--- src/include/sdio_cmd_pkg.sv ---
// Constants shared by the SDIO command capture block.
package sdio_cmd_pkg;
  // Register byte offsets.
  localparam logic [7:0] OFS_CTRL     = 8'h00;
  localparam logic [7:0] OFS_DT_ADDR  = 8'h04;
  localparam logic [7:0] OFS_CMD_ADDR = 8'h08;
  localparam logic [7:0] OFS_BLK_CNT  = 8'h0c;
  localparam logic [7:0] OFS_BYTE_CNT = 8'h10;
  localparam logic [7:0] OFS_CMD_INFO = 8'h14;
  localparam logic [7:0] OFS_EVENT    = 8'h18;
  localparam logic [7:0] OFS_BLK_SIZE = 8'h20;
  localparam logic [7:0] OFS_BLK_LAST = 8'h3c;
  // Control register fields and reset value.
  localparam int CTRL_DT_EN  = 0;
  localparam int CTRL_DT_INC = 1;
  localparam logic [1:0] CTRL_RST = 2'h0;
  // Event register fields.
  localparam int EV_CMD     = 0;
  localparam int EV_CD_RISE = 1;
  localparam int EV_CD_FALL = 2;
  localparam int EV_DT_END  = 3;
  // Command information fields.
  localparam int INFO_CMD53 = 0;
  localparam int INFO_WRITE = 1;
  localparam int INFO_RAW   = 2;
  localparam int INFO_BLOCK = 3;
  localparam int INFO_INC   = 4;
  // Command frame layout.
  localparam logic [5:0] FRAME_LAST = 6'h2f;
  localparam logic [5:0] IDX_RW_DIRECT = 6'h34;
  localparam logic [5:0] IDX_RW_EXTEND = 6'h35;
  localparam int ARG_RW = 31;
  localparam int ARG_FN_LO = 28;
  localparam int ARG_MODE = 27;
  localparam int ARG_OP = 26;
  localparam int ARG_ADDR_LO = 9;
  // Captured field widths and values.
  localparam int ADDR_BITS = 17;
  localparam int BLK_BITS = 9;
  localparam int BYTE_BITS = 12;
  localparam logic [11:0] BYTE_ZERO_CNT = 12'h200;
  localparam logic [11:0] BLK_SIZE_RST  = 12'h200;
  // On-chip RAM window for the direct-transfer start address.
  localparam logic [31:0] RAM_BASE = 32'h0000_0000;
  localparam logic [31:0] RAM_TOP  = 32'h0003_ffff;
  localparam logic [31:0] DT_ADDR_RST = 32'h0000_0000;
endpackage

--- src/include/pin_sync_if.sv ---
// Synchronised pin level and its edges.
`timescale 1ns/1ps
`default_nettype none
interface pin_sync_if;
  logic level;
  logic rise;
  logic fall;
  modport producer (output level, output rise, output fall);
  modport consumer (input level, input rise, input fall);
endinterface
`default_nettype wire

--- src/rtl/pin_sync.sv ---
// Three-flop pin synchroniser with filtered level and edge pulses.
`timescale 1ns/1ps
`default_nettype none
module pin_sync (
  // Clock and reset.
  input  wire logic i_core_clk,
  input  wire logic i_reset_n,
  // Raw pin.
  input  wire logic i_pin,
  // Synchronised result.
  pin_sync_if.producer sync
);
  logic       s1;
  logic       s2;
  logic       s3;
  logic [1:0] fill;

  // Shift chain; only the second flop reads the first.
  always_ff @(posedge i_core_clk or negedge i_reset_n) begin
    if (!i_reset_n) begin
      s1 <= 1'b0;
      s2 <= 1'b0;
      s3 <= 1'b0;
    end else begin
      s1 <= i_pin;
      s2 <= s1;
      s3 <= s2;
    end
  end

  // Counts edges until the third flop holds a real pin sample, so the reset
  // value of the chain never shows up as a false edge on a pin idling high.
  always_ff @(posedge i_core_clk or negedge i_reset_n) begin
    if (!i_reset_n) begin
      fill <= 2'h0;
    end else if (fill != 2'h3) begin
      fill <= fill + 2'h1;
    end
  end

  // A change counts once the second and third flops agree.
  always_ff @(posedge i_core_clk or negedge i_reset_n) begin
    if (!i_reset_n) begin
      sync.level <= 1'b0;
      sync.rise  <= 1'b0;
      sync.fall  <= 1'b0;
    end else if (fill != 2'h3) begin
      // Chain still filling: follow the pin, report no edge.
      sync.level <= s2;
      sync.rise  <= 1'b0;
      sync.fall  <= 1'b0;
    end else begin
      sync.rise <= (s2 == s3) && s2 && !sync.level;
      sync.fall <= (s2 == s3) && !s2 && sync.level;
      if (s2 == s3) begin
        sync.level <= s2;
      end
    end
  end
endmodule
`default_nettype wire

--- src/rtl/sdio_cmd_capture.sv ---
// SDIO slave command capture, data routing and event registers.
//
// The plain strobed port and the placing of the registers are this design's own decisions.
`timescale 1ns/1ps
`default_nettype none
module sdio_cmd_capture
  import sdio_cmd_pkg::*;
(
  // Clock and reset.
  input  wire logic        i_core_clk,
  input  wire logic        i_reset_n,
  // Register port.
  input  wire logic [7:0]  i_addr,
  input  wire logic [31:0] i_wdata,
  input  wire logic        i_wr,
  input  wire logic        i_rd,
  output var  logic [31:0] o_rdata,
  // SD bus pins and card-detect-disable level.
  input  wire logic        i_sd_clk,
  input  wire logic        i_sd_cmd,
  input  wire logic        i_card_detect_off,
  // Deserialised data stream from the data lines.
  input  wire logic        i_data_valid,
  input  wire logic [7:0]  i_data_byte,
  input  wire logic        i_word_req,
  // Memory side: RAM path for function 1 when enabled, otherwise the area at the command address.
  output var  logic        o_mem_we,
  output var  logic        o_mem_re,
  output var  logic        o_mem_to_ram,
  output var  logic [31:0] o_mem_addr,
  output var  logic [31:0] o_mem_wdata,
  output var  logic [3:0]  o_mem_be
);

  pin_sync_if clk_s ();
  pin_sync_if cmd_s ();
  pin_sync_if cd_s ();

  // Pin synchronisers for the SD clock, command line and detect level.
  pin_sync u_clk (
    .i_core_clk (i_core_clk),
    .i_reset_n  (i_reset_n),
    .i_pin      (i_sd_clk),
    .sync       (clk_s.producer)
  );
  pin_sync u_cmd (
    .i_core_clk (i_core_clk),
    .i_reset_n  (i_reset_n),
    .i_pin      (i_sd_cmd),
    .sync       (cmd_s.producer)
  );
  pin_sync u_cd (
    .i_core_clk (i_core_clk),
    .i_reset_n  (i_reset_n),
    .i_pin      (i_card_detect_off),
    .sync       (cd_s.producer)
  );

  typedef enum logic {RX_IDLE, RX_FRAME} rx_state_t;

  rx_state_t               rx_state;
  logic [47:0]             frame;
  logic [5:0]              bit_cnt;
  logic                    frame_done;
  logic [1:0]              ctrl;
  logic [31:0]             dt_addr;
  logic [ADDR_BITS-1:0]    cmd_addr;
  logic [BLK_BITS-1:0]     blk_cnt;
  logic [BYTE_BITS-1:0]    byte_cnt;
  logic [4:0]              cmd_info;
  logic [3:0]              events;
  logic [BYTE_BITS-1:0]    blk_size [8];
  logic                    xfer_on;
  logic                    xfer_write;
  logic                    xfer_ram;
  logic                    xfer_inc;
  logic                    xfer_endless;
  logic [20:0]             xfer_rem;
  logic [31:0]             xfer_ptr;
  logic [31:0]             pack_word;
  logic [1:0]              pack_n;

  // Fields of the received frame.
  logic [5:0]  f_index;
  logic [31:0] f_arg;
  logic [2:0]  f_fn;
  logic        f_ok;
  logic        is_direct;
  logic        is_extend;
  logic        f_block;
  logic [8:0]  f_cnt;
  logic [BYTE_BITS-1:0] next_byte_cnt;
  logic [20:0] next_len;

  assign f_index   = frame[45:40];
  assign f_arg     = frame[39:8];
  assign f_fn      = f_arg[ARG_FN_LO+2:ARG_FN_LO];
  assign f_ok      = frame_done && frame[46] && frame[0];
  assign is_direct = f_ok && (f_index == IDX_RW_DIRECT);
  assign is_extend = f_ok && (f_index == IDX_RW_EXTEND);
  assign f_block   = f_arg[ARG_MODE];
  assign f_cnt     = f_arg[8:0];

  // Byte count and transfer length of an extended command.
  always_comb begin
    if (f_block) begin
      next_byte_cnt = blk_size[f_fn];
      next_len = 21'(f_cnt) * 21'(blk_size[f_fn]);
    end else begin
      next_byte_cnt = (f_cnt == 9'h000) ? BYTE_ZERO_CNT
                                        : BYTE_BITS'(f_cnt);
      next_len = 21'(next_byte_cnt);
    end
  end

  // Command line receiver, sampled on SD clock rising edges.
  always_ff @(posedge i_core_clk or negedge i_reset_n) begin
    if (!i_reset_n) begin
      rx_state   <= RX_IDLE;
      frame      <= 48'h0;
      bit_cnt    <= 6'h00;
      frame_done <= 1'b0;
    end else begin
      frame_done <= 1'b0;
      if (clk_s.rise) begin
        unique case (rx_state)
          RX_IDLE: begin
            if (!cmd_s.level) begin
              rx_state <= RX_FRAME;
              frame    <= {frame[46:0], 1'b0};
              bit_cnt  <= 6'h01;
            end
          end
          RX_FRAME: begin
            frame   <= {frame[46:0], cmd_s.level};
            bit_cnt <= bit_cnt + 6'h01;
            if (bit_cnt == FRAME_LAST) begin
              rx_state   <= RX_IDLE;
              frame_done <= 1'b1;
            end
          end
        endcase
      end
    end
  end

  // Captured command information, all updated in one cycle.
  always_ff @(posedge i_core_clk or negedge i_reset_n) begin
    if (!i_reset_n) begin
      cmd_addr <= '0;
      blk_cnt  <= '0;
      byte_cnt <= '0;
      cmd_info <= 5'h00;
    end else if (is_direct || is_extend) begin
      cmd_addr <= f_arg[ARG_ADDR_LO+ADDR_BITS-1:ARG_ADDR_LO];
      cmd_info[INFO_CMD53] <= is_extend;
      cmd_info[INFO_WRITE] <= f_arg[ARG_RW];
      if (is_extend) begin
        blk_cnt  <= f_block ? f_cnt : 9'h000;
        byte_cnt <= next_byte_cnt;
        cmd_info[INFO_RAW]   <= 1'b0;
        cmd_info[INFO_BLOCK] <= f_block;
        cmd_info[INFO_INC]   <= f_arg[ARG_OP];
      end else begin
        blk_cnt  <= 9'h000;
        byte_cnt <= 12'h001;
        cmd_info[INFO_RAW]   <= f_arg[ARG_MODE];
        cmd_info[INFO_BLOCK] <= 1'b0;
        cmd_info[INFO_INC]   <= 1'b0;
      end
    end
  end

  // Software-owned control, start address and block sizes.
  always_ff @(posedge i_core_clk or negedge i_reset_n) begin
    if (!i_reset_n) begin
      ctrl    <= CTRL_RST;
      dt_addr <= DT_ADDR_RST;
      for (int i = 0; i < 8; i++) begin
        blk_size[i] <= BLK_SIZE_RST;
      end
    end else if (i_wr) begin
      if (i_addr == OFS_CTRL) begin
        ctrl <= i_wdata[1:0];
      end
      // Addresses outside on-chip RAM are refused.
      if (i_addr == OFS_DT_ADDR && i_wdata >= RAM_BASE &&
          i_wdata <= RAM_TOP) begin
        dt_addr <= {i_wdata[31:2], 2'b00};
      end
      if (i_addr >= OFS_BLK_SIZE && i_addr <= OFS_BLK_LAST &&
          i_addr[1:0] == 2'b00) begin
        blk_size[i_addr[4:2]] <= i_wdata[BYTE_BITS-1:0];
      end
    end
  end

  // Sticky events; write one to clear, a new event wins over a clear.
  logic [3:0] ev_set;
  logic       dt_done;
  assign ev_set[EV_CMD]     = is_extend ||
                              (is_direct && f_arg[ARG_RW]);
  assign ev_set[EV_CD_RISE] = cd_s.rise;
  assign ev_set[EV_CD_FALL] = cd_s.fall;
  assign ev_set[EV_DT_END]  = dt_done;

  always_ff @(posedge i_core_clk or negedge i_reset_n) begin
    if (!i_reset_n) begin
      events <= 4'h0;
    end else begin
      if (i_wr && i_addr == OFS_EVENT) begin
        events <= (events & ~i_wdata[3:0]) | ev_set;
      end else begin
        events <= events | ev_set;
      end
    end
  end

  // Register read data, valid in the cycle after the read strobe.
  always_ff @(posedge i_core_clk or negedge i_reset_n) begin
    if (!i_reset_n) begin
      o_rdata <= 32'h0;
    end else if (i_rd) begin
      o_rdata <= 32'h0;
      if (i_addr >= OFS_BLK_SIZE && i_addr <= OFS_BLK_LAST &&
          i_addr[1:0] == 2'b00) begin
        o_rdata <= {20'h0, blk_size[i_addr[4:2]]};
      end else begin
        unique case (i_addr)
          OFS_CTRL:     o_rdata <= {30'h0, ctrl};
          OFS_DT_ADDR:  o_rdata <= dt_addr;
          OFS_CMD_ADDR: o_rdata <= {15'h0, cmd_addr};
          OFS_BLK_CNT:  o_rdata <= {23'h0, blk_cnt};
          OFS_BYTE_CNT: o_rdata <= {20'h0, byte_cnt};
          OFS_CMD_INFO: o_rdata <= {27'h0, cmd_info};
          OFS_EVENT:    o_rdata <= {28'h0, events};
          default:      o_rdata <= 32'h0;
        endcase
      end
    end
  end

  // Byte count of the current word and its last-word test.
  logic       last_byte;
  logic [2:0] rd_take;
  logic       last_word;
  logic [3:0] rd_be;
  assign last_byte = !xfer_endless && (xfer_rem == 21'h1);
  assign rd_take   = (xfer_endless || xfer_rem > 21'h3) ? 3'h4
                                                        : 3'(xfer_rem);
  assign last_word = !xfer_endless && (xfer_rem <= 21'h4);
  assign rd_be     = 4'((5'h01 << rd_take) - 5'h01);

  // Transfer engine: routes extended-command data and tracks its end.
  always_ff @(posedge i_core_clk or negedge i_reset_n) begin
    if (!i_reset_n) begin
      xfer_on      <= 1'b0;
      xfer_write   <= 1'b0;
      xfer_ram     <= 1'b0;
      xfer_inc     <= 1'b0;
      xfer_endless <= 1'b0;
      xfer_rem     <= 21'h0;
      xfer_ptr     <= 32'h0;
      pack_word    <= 32'h0;
      pack_n       <= 2'h0;
      dt_done      <= 1'b0;
      o_mem_we     <= 1'b0;
      o_mem_re     <= 1'b0;
      o_mem_to_ram <= 1'b0;
      o_mem_addr   <= 32'h0;
      o_mem_wdata  <= 32'h0;
      o_mem_be     <= 4'h0;
    end else begin
      o_mem_we <= 1'b0;
      o_mem_re <= 1'b0;
      dt_done  <= 1'b0;
      if (is_extend) begin
        xfer_on      <= 1'b1;
        xfer_write   <= f_arg[ARG_RW];
        xfer_endless <= f_block && (f_cnt == 9'h000);
        xfer_rem     <= next_len;
        pack_n       <= 2'h0;
        pack_word    <= 32'h0;
        if (ctrl[CTRL_DT_EN] && f_fn == 3'h1) begin
          xfer_ram <= 1'b1;
          xfer_inc <= ctrl[CTRL_DT_INC];
          xfer_ptr <= dt_addr;
        end else begin
          xfer_ram <= 1'b0;
          xfer_inc <= f_arg[ARG_OP];
          xfer_ptr <= {15'h0, f_arg[ARG_ADDR_LO+ADDR_BITS-1:ARG_ADDR_LO]};
        end
      end else if (xfer_on && xfer_write && i_data_valid) begin
        // Host write: pack bytes little-endian into words.
        pack_word[pack_n*8 +: 8] <= i_data_byte;
        pack_n   <= pack_n + 2'h1;
        xfer_rem <= xfer_endless ? xfer_rem : xfer_rem - 21'h1;
        if (pack_n == 2'h3 || last_byte) begin
          o_mem_we     <= 1'b1;
          o_mem_to_ram <= xfer_ram;
          o_mem_addr   <= xfer_ptr;
          o_mem_wdata  <= pack_word;
          o_mem_wdata[pack_n*8 +: 8] <= i_data_byte;
          o_mem_be     <= 4'((5'h02 << pack_n) - 5'h01);
          pack_n       <= 2'h0;
          pack_word    <= 32'h0;
          if (xfer_inc) begin
            xfer_ptr <= xfer_ptr + 32'h4;
          end
        end
        if (last_byte) begin
          xfer_on <= 1'b0;
          dt_done <= xfer_ram;
        end
      end else if (xfer_on && !xfer_write && i_word_req) begin
        // Host read: fetch one word per request.
        o_mem_re     <= 1'b1;
        o_mem_to_ram <= xfer_ram;
        o_mem_addr   <= xfer_ptr;
        o_mem_be     <= rd_be;
        xfer_rem     <= xfer_endless ? xfer_rem : xfer_rem - 21'(rd_take);
        if (xfer_inc) begin
          xfer_ptr <= xfer_ptr + 32'h4;
        end
        if (last_word) begin
          xfer_on <= 1'b0;
          dt_done <= xfer_ram;
        end
      end
    end
  end

endmodule
`default_nettype wire

--- config.mk ---
export PLATFORM = sky130hd
export DESIGN_NAME = sdio_cmd_capture
export DESIGN_NICKNAME = d
export VERILOG_FILES = /design/src/include/sdio_cmd_pkg.sv /design/src/include/pin_sync_if.sv /design/src/rtl/pin_sync.sv /design/src/rtl/sdio_cmd_capture.sv
export SDC_FILE = /design/constraint.sdc
export NUM_CORES = 1
export LEC_CHECK = 0
export ABC_CLOCK_PERIOD_IN_PS = 7950
export BUFFER_PORTS_ARGS = -buffer_cell sky130_fd_sc_hd__buf_4
export CORE_MARGIN = 2
export CORE_UTILIZATION = 50
export CTS_CLUSTER_SIZE = 28
export DETAILED_ROUTE_END_ITERATION = 8
export GPL_ROUTABILITY_DRIVEN = 0
export GPL_TIMING_DRIVEN = 0
export HOLD_SLACK_MARGIN = 0.02
export PLACE_DENSITY = 0.68
export SYNTH_ARGS = -nofsm -noshare
export SYNTH_HDL_FRONTEND = slang
export SYNTH_SLANG_ARGS = --single-unit
--- constraint.sdc ---
create_clock -name i_core_clk -period 7.95 [get_ports i_core_clk]
set_clock_uncertainty 0.15 [all_clocks]
set_input_delay 0.795 -clock i_core_clk [delete_from_list [all_inputs] [get_ports i_core_clk]]
set_output_delay 0.795 -clock i_core_clk [all_outputs]
set_load 0.02 [all_outputs]
==> run_results.csv <==
group,metric,value,unit
synth,syn_area_per_cell,10.7,µm²
global_route,grt_pass1_wl,99.9,mm
clocking,path_clk_slew,0.06,ns
route,vias,17900,
run,drv_cap,0,
route,viasPerCell,5.72,
synth,yosys.area.top_type,"dfrtp_1",
global_route,grt_max_degree,123,
worst_setup_path,r2r_cells,18,
synth,yosys-top-cells-count,"dfrtp_1 (439), nand2_1 (385), inv_1 (137)",
synth,synth_top_area_share,0.452,
floorplanning,die_w,224,µm
worst_setup_path,rrSetupSlack,0.65,ns
timing,finalHoldViolations,0,
timing,timing.hold.ws,0.0815,ns
synth,synth_area,0.0243,mm²
floorplanning,rows,80,
worst_setup_path,path_cells,"clkbuf_1 -> buf_2 -> mux4_2 -> mux2i_2 -> nor2b_1 -> fa_1 -> fa_1 -> fa_1 -> inv_1 -> fa_1 -> inv_1 -> ha_1 -> or3_1 -> o2111ai_1 -> nand2_1 -> a31o_2 -> a2111oi_0 -> o22ai_1",
floorplanning,core_area,0.0478,mm²
worst_setup_path,cp.required,8.24,ns
min_path,worstHoldPathType,"in2async",
worst_setup_path,slowest_delay,0.73,ns
worst_setup_path,cp_slowest_cell,"mux2i_2",
outcome,status,"finished, final reports clean",
route,ant_nets,0,
power_and_ir_drop,power.density,184,mW/mm²
worst_setup_path,startpoint,"frame[36]",
clocking,numCtsBuffers,48,
power_and_ir_drop,p_leak,13.1,nW
layout,nNetsFinal,2663,
synth,ys.flop_type,"dfrtp_1",
worst_setup_path,critPathKind,"reg2reg",
placement,io_buffers,145,
floorplanning,ios,160,
synth,seq_area_frac_synth,0.461,
clocking,clock_sink_count,447,
timing,period_minus_slack,7.30,ns
clocking,clock_latency,0.58,ns
clocking,cts_max_level,2,
floorplanning,die_area,0.0504,mm²
worst_setup_path,critPathArrivalTime,7.59,ns
power_and_ir_drop,peakVddDrop,0.000148,V
worst_setup_path,critPathMostFrequentCell,"fa_1",
layout,fillCellCount,4029,
synth,synth_cells,2274,
worst_setup_path,endpoint_kind,"flop",
floorplanning,start_util,0.508,
layout,antenna_cells,0,
timing,slew_viol_final,0,
layout,area_growth,14.9,%
route,first_pass_iters,7,
synth,synth_cell_types,77,
layout,drive_gt1_frac,0.195,
synth,synthArstFlopShare,1.00,
route,drt_iter0_markers,1335,
timing,rsz0062_at_grt,"false",
timing,fmax,137,MHz
synth,ys_warn_count,0,
synth,ys_top_cells_by_area,"dfrtp_1 (45%), mux2_2 (6.3%), nand2_1 (5.9%)",
synth,synth_nets,2465,
worst_setup_path,cp-start-kind,"flop",
clocking,postCtsHoldBufs,0,
route,drc,0,
timing,relSlewSlack,0.0855,
worst_setup_path,r2r-end,"xfer_rem[18]",
synth,yosysMostFrequentCell,"dfrtp_1",
worst_setup_path,crit_path_end,"xfer_rem[18]",
global_route,antenna_found_initial,0,
timing,tns,0,ns
clocking,cts_root_buffer,"clkbuf_16",
timing,tightest_slew,1.33,ns
placement,hpwl,45.3,mm
route,wirelength,62.5,mm
synth,ys_seq_elements,447,
global_route,grt_pass1_vias,18000,
timing,min_period_over_period,0.918,
synth,synth-edff-count,0,
worst_setup_path,worstPathMaxFanout,10,
clocking,cts_buffer_depth,3,
route,wl_per_cell,20.0,µm
timing,setup-violations-final,0,
floorplanning,die_h,224,µm
worst_setup_path,reg2reg_from,"frame[36]",
clocking,cts_tree,"yes",
global_route,grt_usage,0.252,
global_route,grt_overflow,0,
==> power breakdown <==
| group | internal, mW | switching (mW) |
|---|---|---|
| logic | 0.147 | 0.221 |
| clock network | 1.41 | 0.930 |
| registers | 2.36 | 0.0771 |
==> how the worst min path moves through the flow <==
stage / startpoint / end / slack [ns] / cells past startpoint
floorplan: u_cd.s1 / u_cd.s2 / 0.18 / 0
global placement: u_clk.s1 / u_clk.s2 / 0.18 / 0
detailed placement: u_clk.s1 / u_clk.s2 / 0.19 / 0
CTS: i_reset_n / o_rdata[20] / 0.11 / 1
global route: i_reset_n / o_rdata[19] / 0.16 / 1
finish: i_reset_n / o_rdata[19] / 0.08 / 1
==> critical path: cells and delay by family, from the launching register on <==
kind / cells / cell delay [ns]
adder cells (fa/ha/maj): 5 / 2.39
multiplexers: 2 / 1.31
AO/OA/AOI/OAI: 4 / 1.14
buffers and inverters: 4 / 1.13
AND/OR/NAND/NOR: 3 / 0.70
flip-flops: 1 / 0.32
==> flip-flops by register name, indices dropped and copies added, names as in the netlist, 4 cells and up <==
| signal | cells |
|---|---|
| bit_cnt | 6 |
| o_mem_wdata | 32 |
| pack_word | 32 |
| events | 4 |
| frame | 47 |
| blk_size | 96 |
| o_mem_be | 4 |
| xfer_ptr | 32 |
| cmd_addr | 17 |
| xfer_rem | 21 |
| cmd_info | 5 |
| dt_addr | 30 |
| byte_cnt | 12 |
| o_mem_addr | 32 |
| blk_cnt | 9 |
| o_rdata | 32 |
==> stage by stage <==
step	setup slack (ns)	power, mW	util	cells	cell area (µm²)
CTS	0.292	5.17	0.583	3127	27900
detailed placement	0.342	2.84	0.549	3037	26200
floorplan	1.74	2.67	-	2274	24300
finish	0.649	5.14	0.584	3127	27900
global route	0.238	5.32	0.584	3127	27900
global placement	0.421	2.82	0.547	3034	26200
==> cells by family after synthesis <==
kind of cell	share of synthesized area
AND/OR/NAND/NOR	0.148
flip-flops	0.461
AO/OA/AOI/OAI	0.0987
buffers and inverters	0.0438
multiplexers	0.135
adder cells (fa/ha/maj)	0.0909
XOR/XNOR	0.0224
other	0.000154
==> cells in the final DEF (no fill, tap or decap), types with 17 or more instances in the layout <==
master     netlist  final
inv_1          137    137
mux2_2         136    136
fa_1            71     71
nand3_1         37     37
nor3_1          20     20
a22o_1          44     44
nor2_1          75     75
o21ai_0         99     99
nand2b_1        17     17
nor2b_1         92     92
a21oi_1         98     98
xnor2_1         39     39
mux4_2          48     48
and2_1          40     40
buf_1           25     25
a22oi_1         23     23
buf_4            1    145
clkbuf_16        0     50
mux2i_1         22     20
mux2_4          30     30
dfrtp_1        439    439
xor2_1          23     23
ha_1            63     63
clkbuf_1        89    101
a211oi_1        22     22
nand2_1        385    385
==> per-layer routing <==
layer | vias up | GRT usage | share of wire
met2 | 564 | 0.402 | 0.47
li1 | 8200 | - | -
met4 | 0 | 0.0914 | 0.034
met1 | 8993 | 0.350 | 0.43
met5 | - | 0 | 0
met3 | 122 | 0.0423 | 0.064
==> timing repair <==
item | in CTS | in global routing
endpoints found under the setup margin | 0 | 1
setup buffers | 0 | 0
gates resized for setup | 0 | 1
==> final cells by class <==
cell class                 count  area [µm²]  area share
clock inverter                15         195     0.00699
buffer                       132         546      0.0195
clock buffer                  75        1480      0.0528
tap                          615         769      0.0276
timing repair buffer         148        1180      0.0422
sequential                   447       11200       0.401
multi-input combinational   1557       12000       0.431
inverter                     138         519      0.0186
Note: power is estimated with default switching activity, not from simulation.
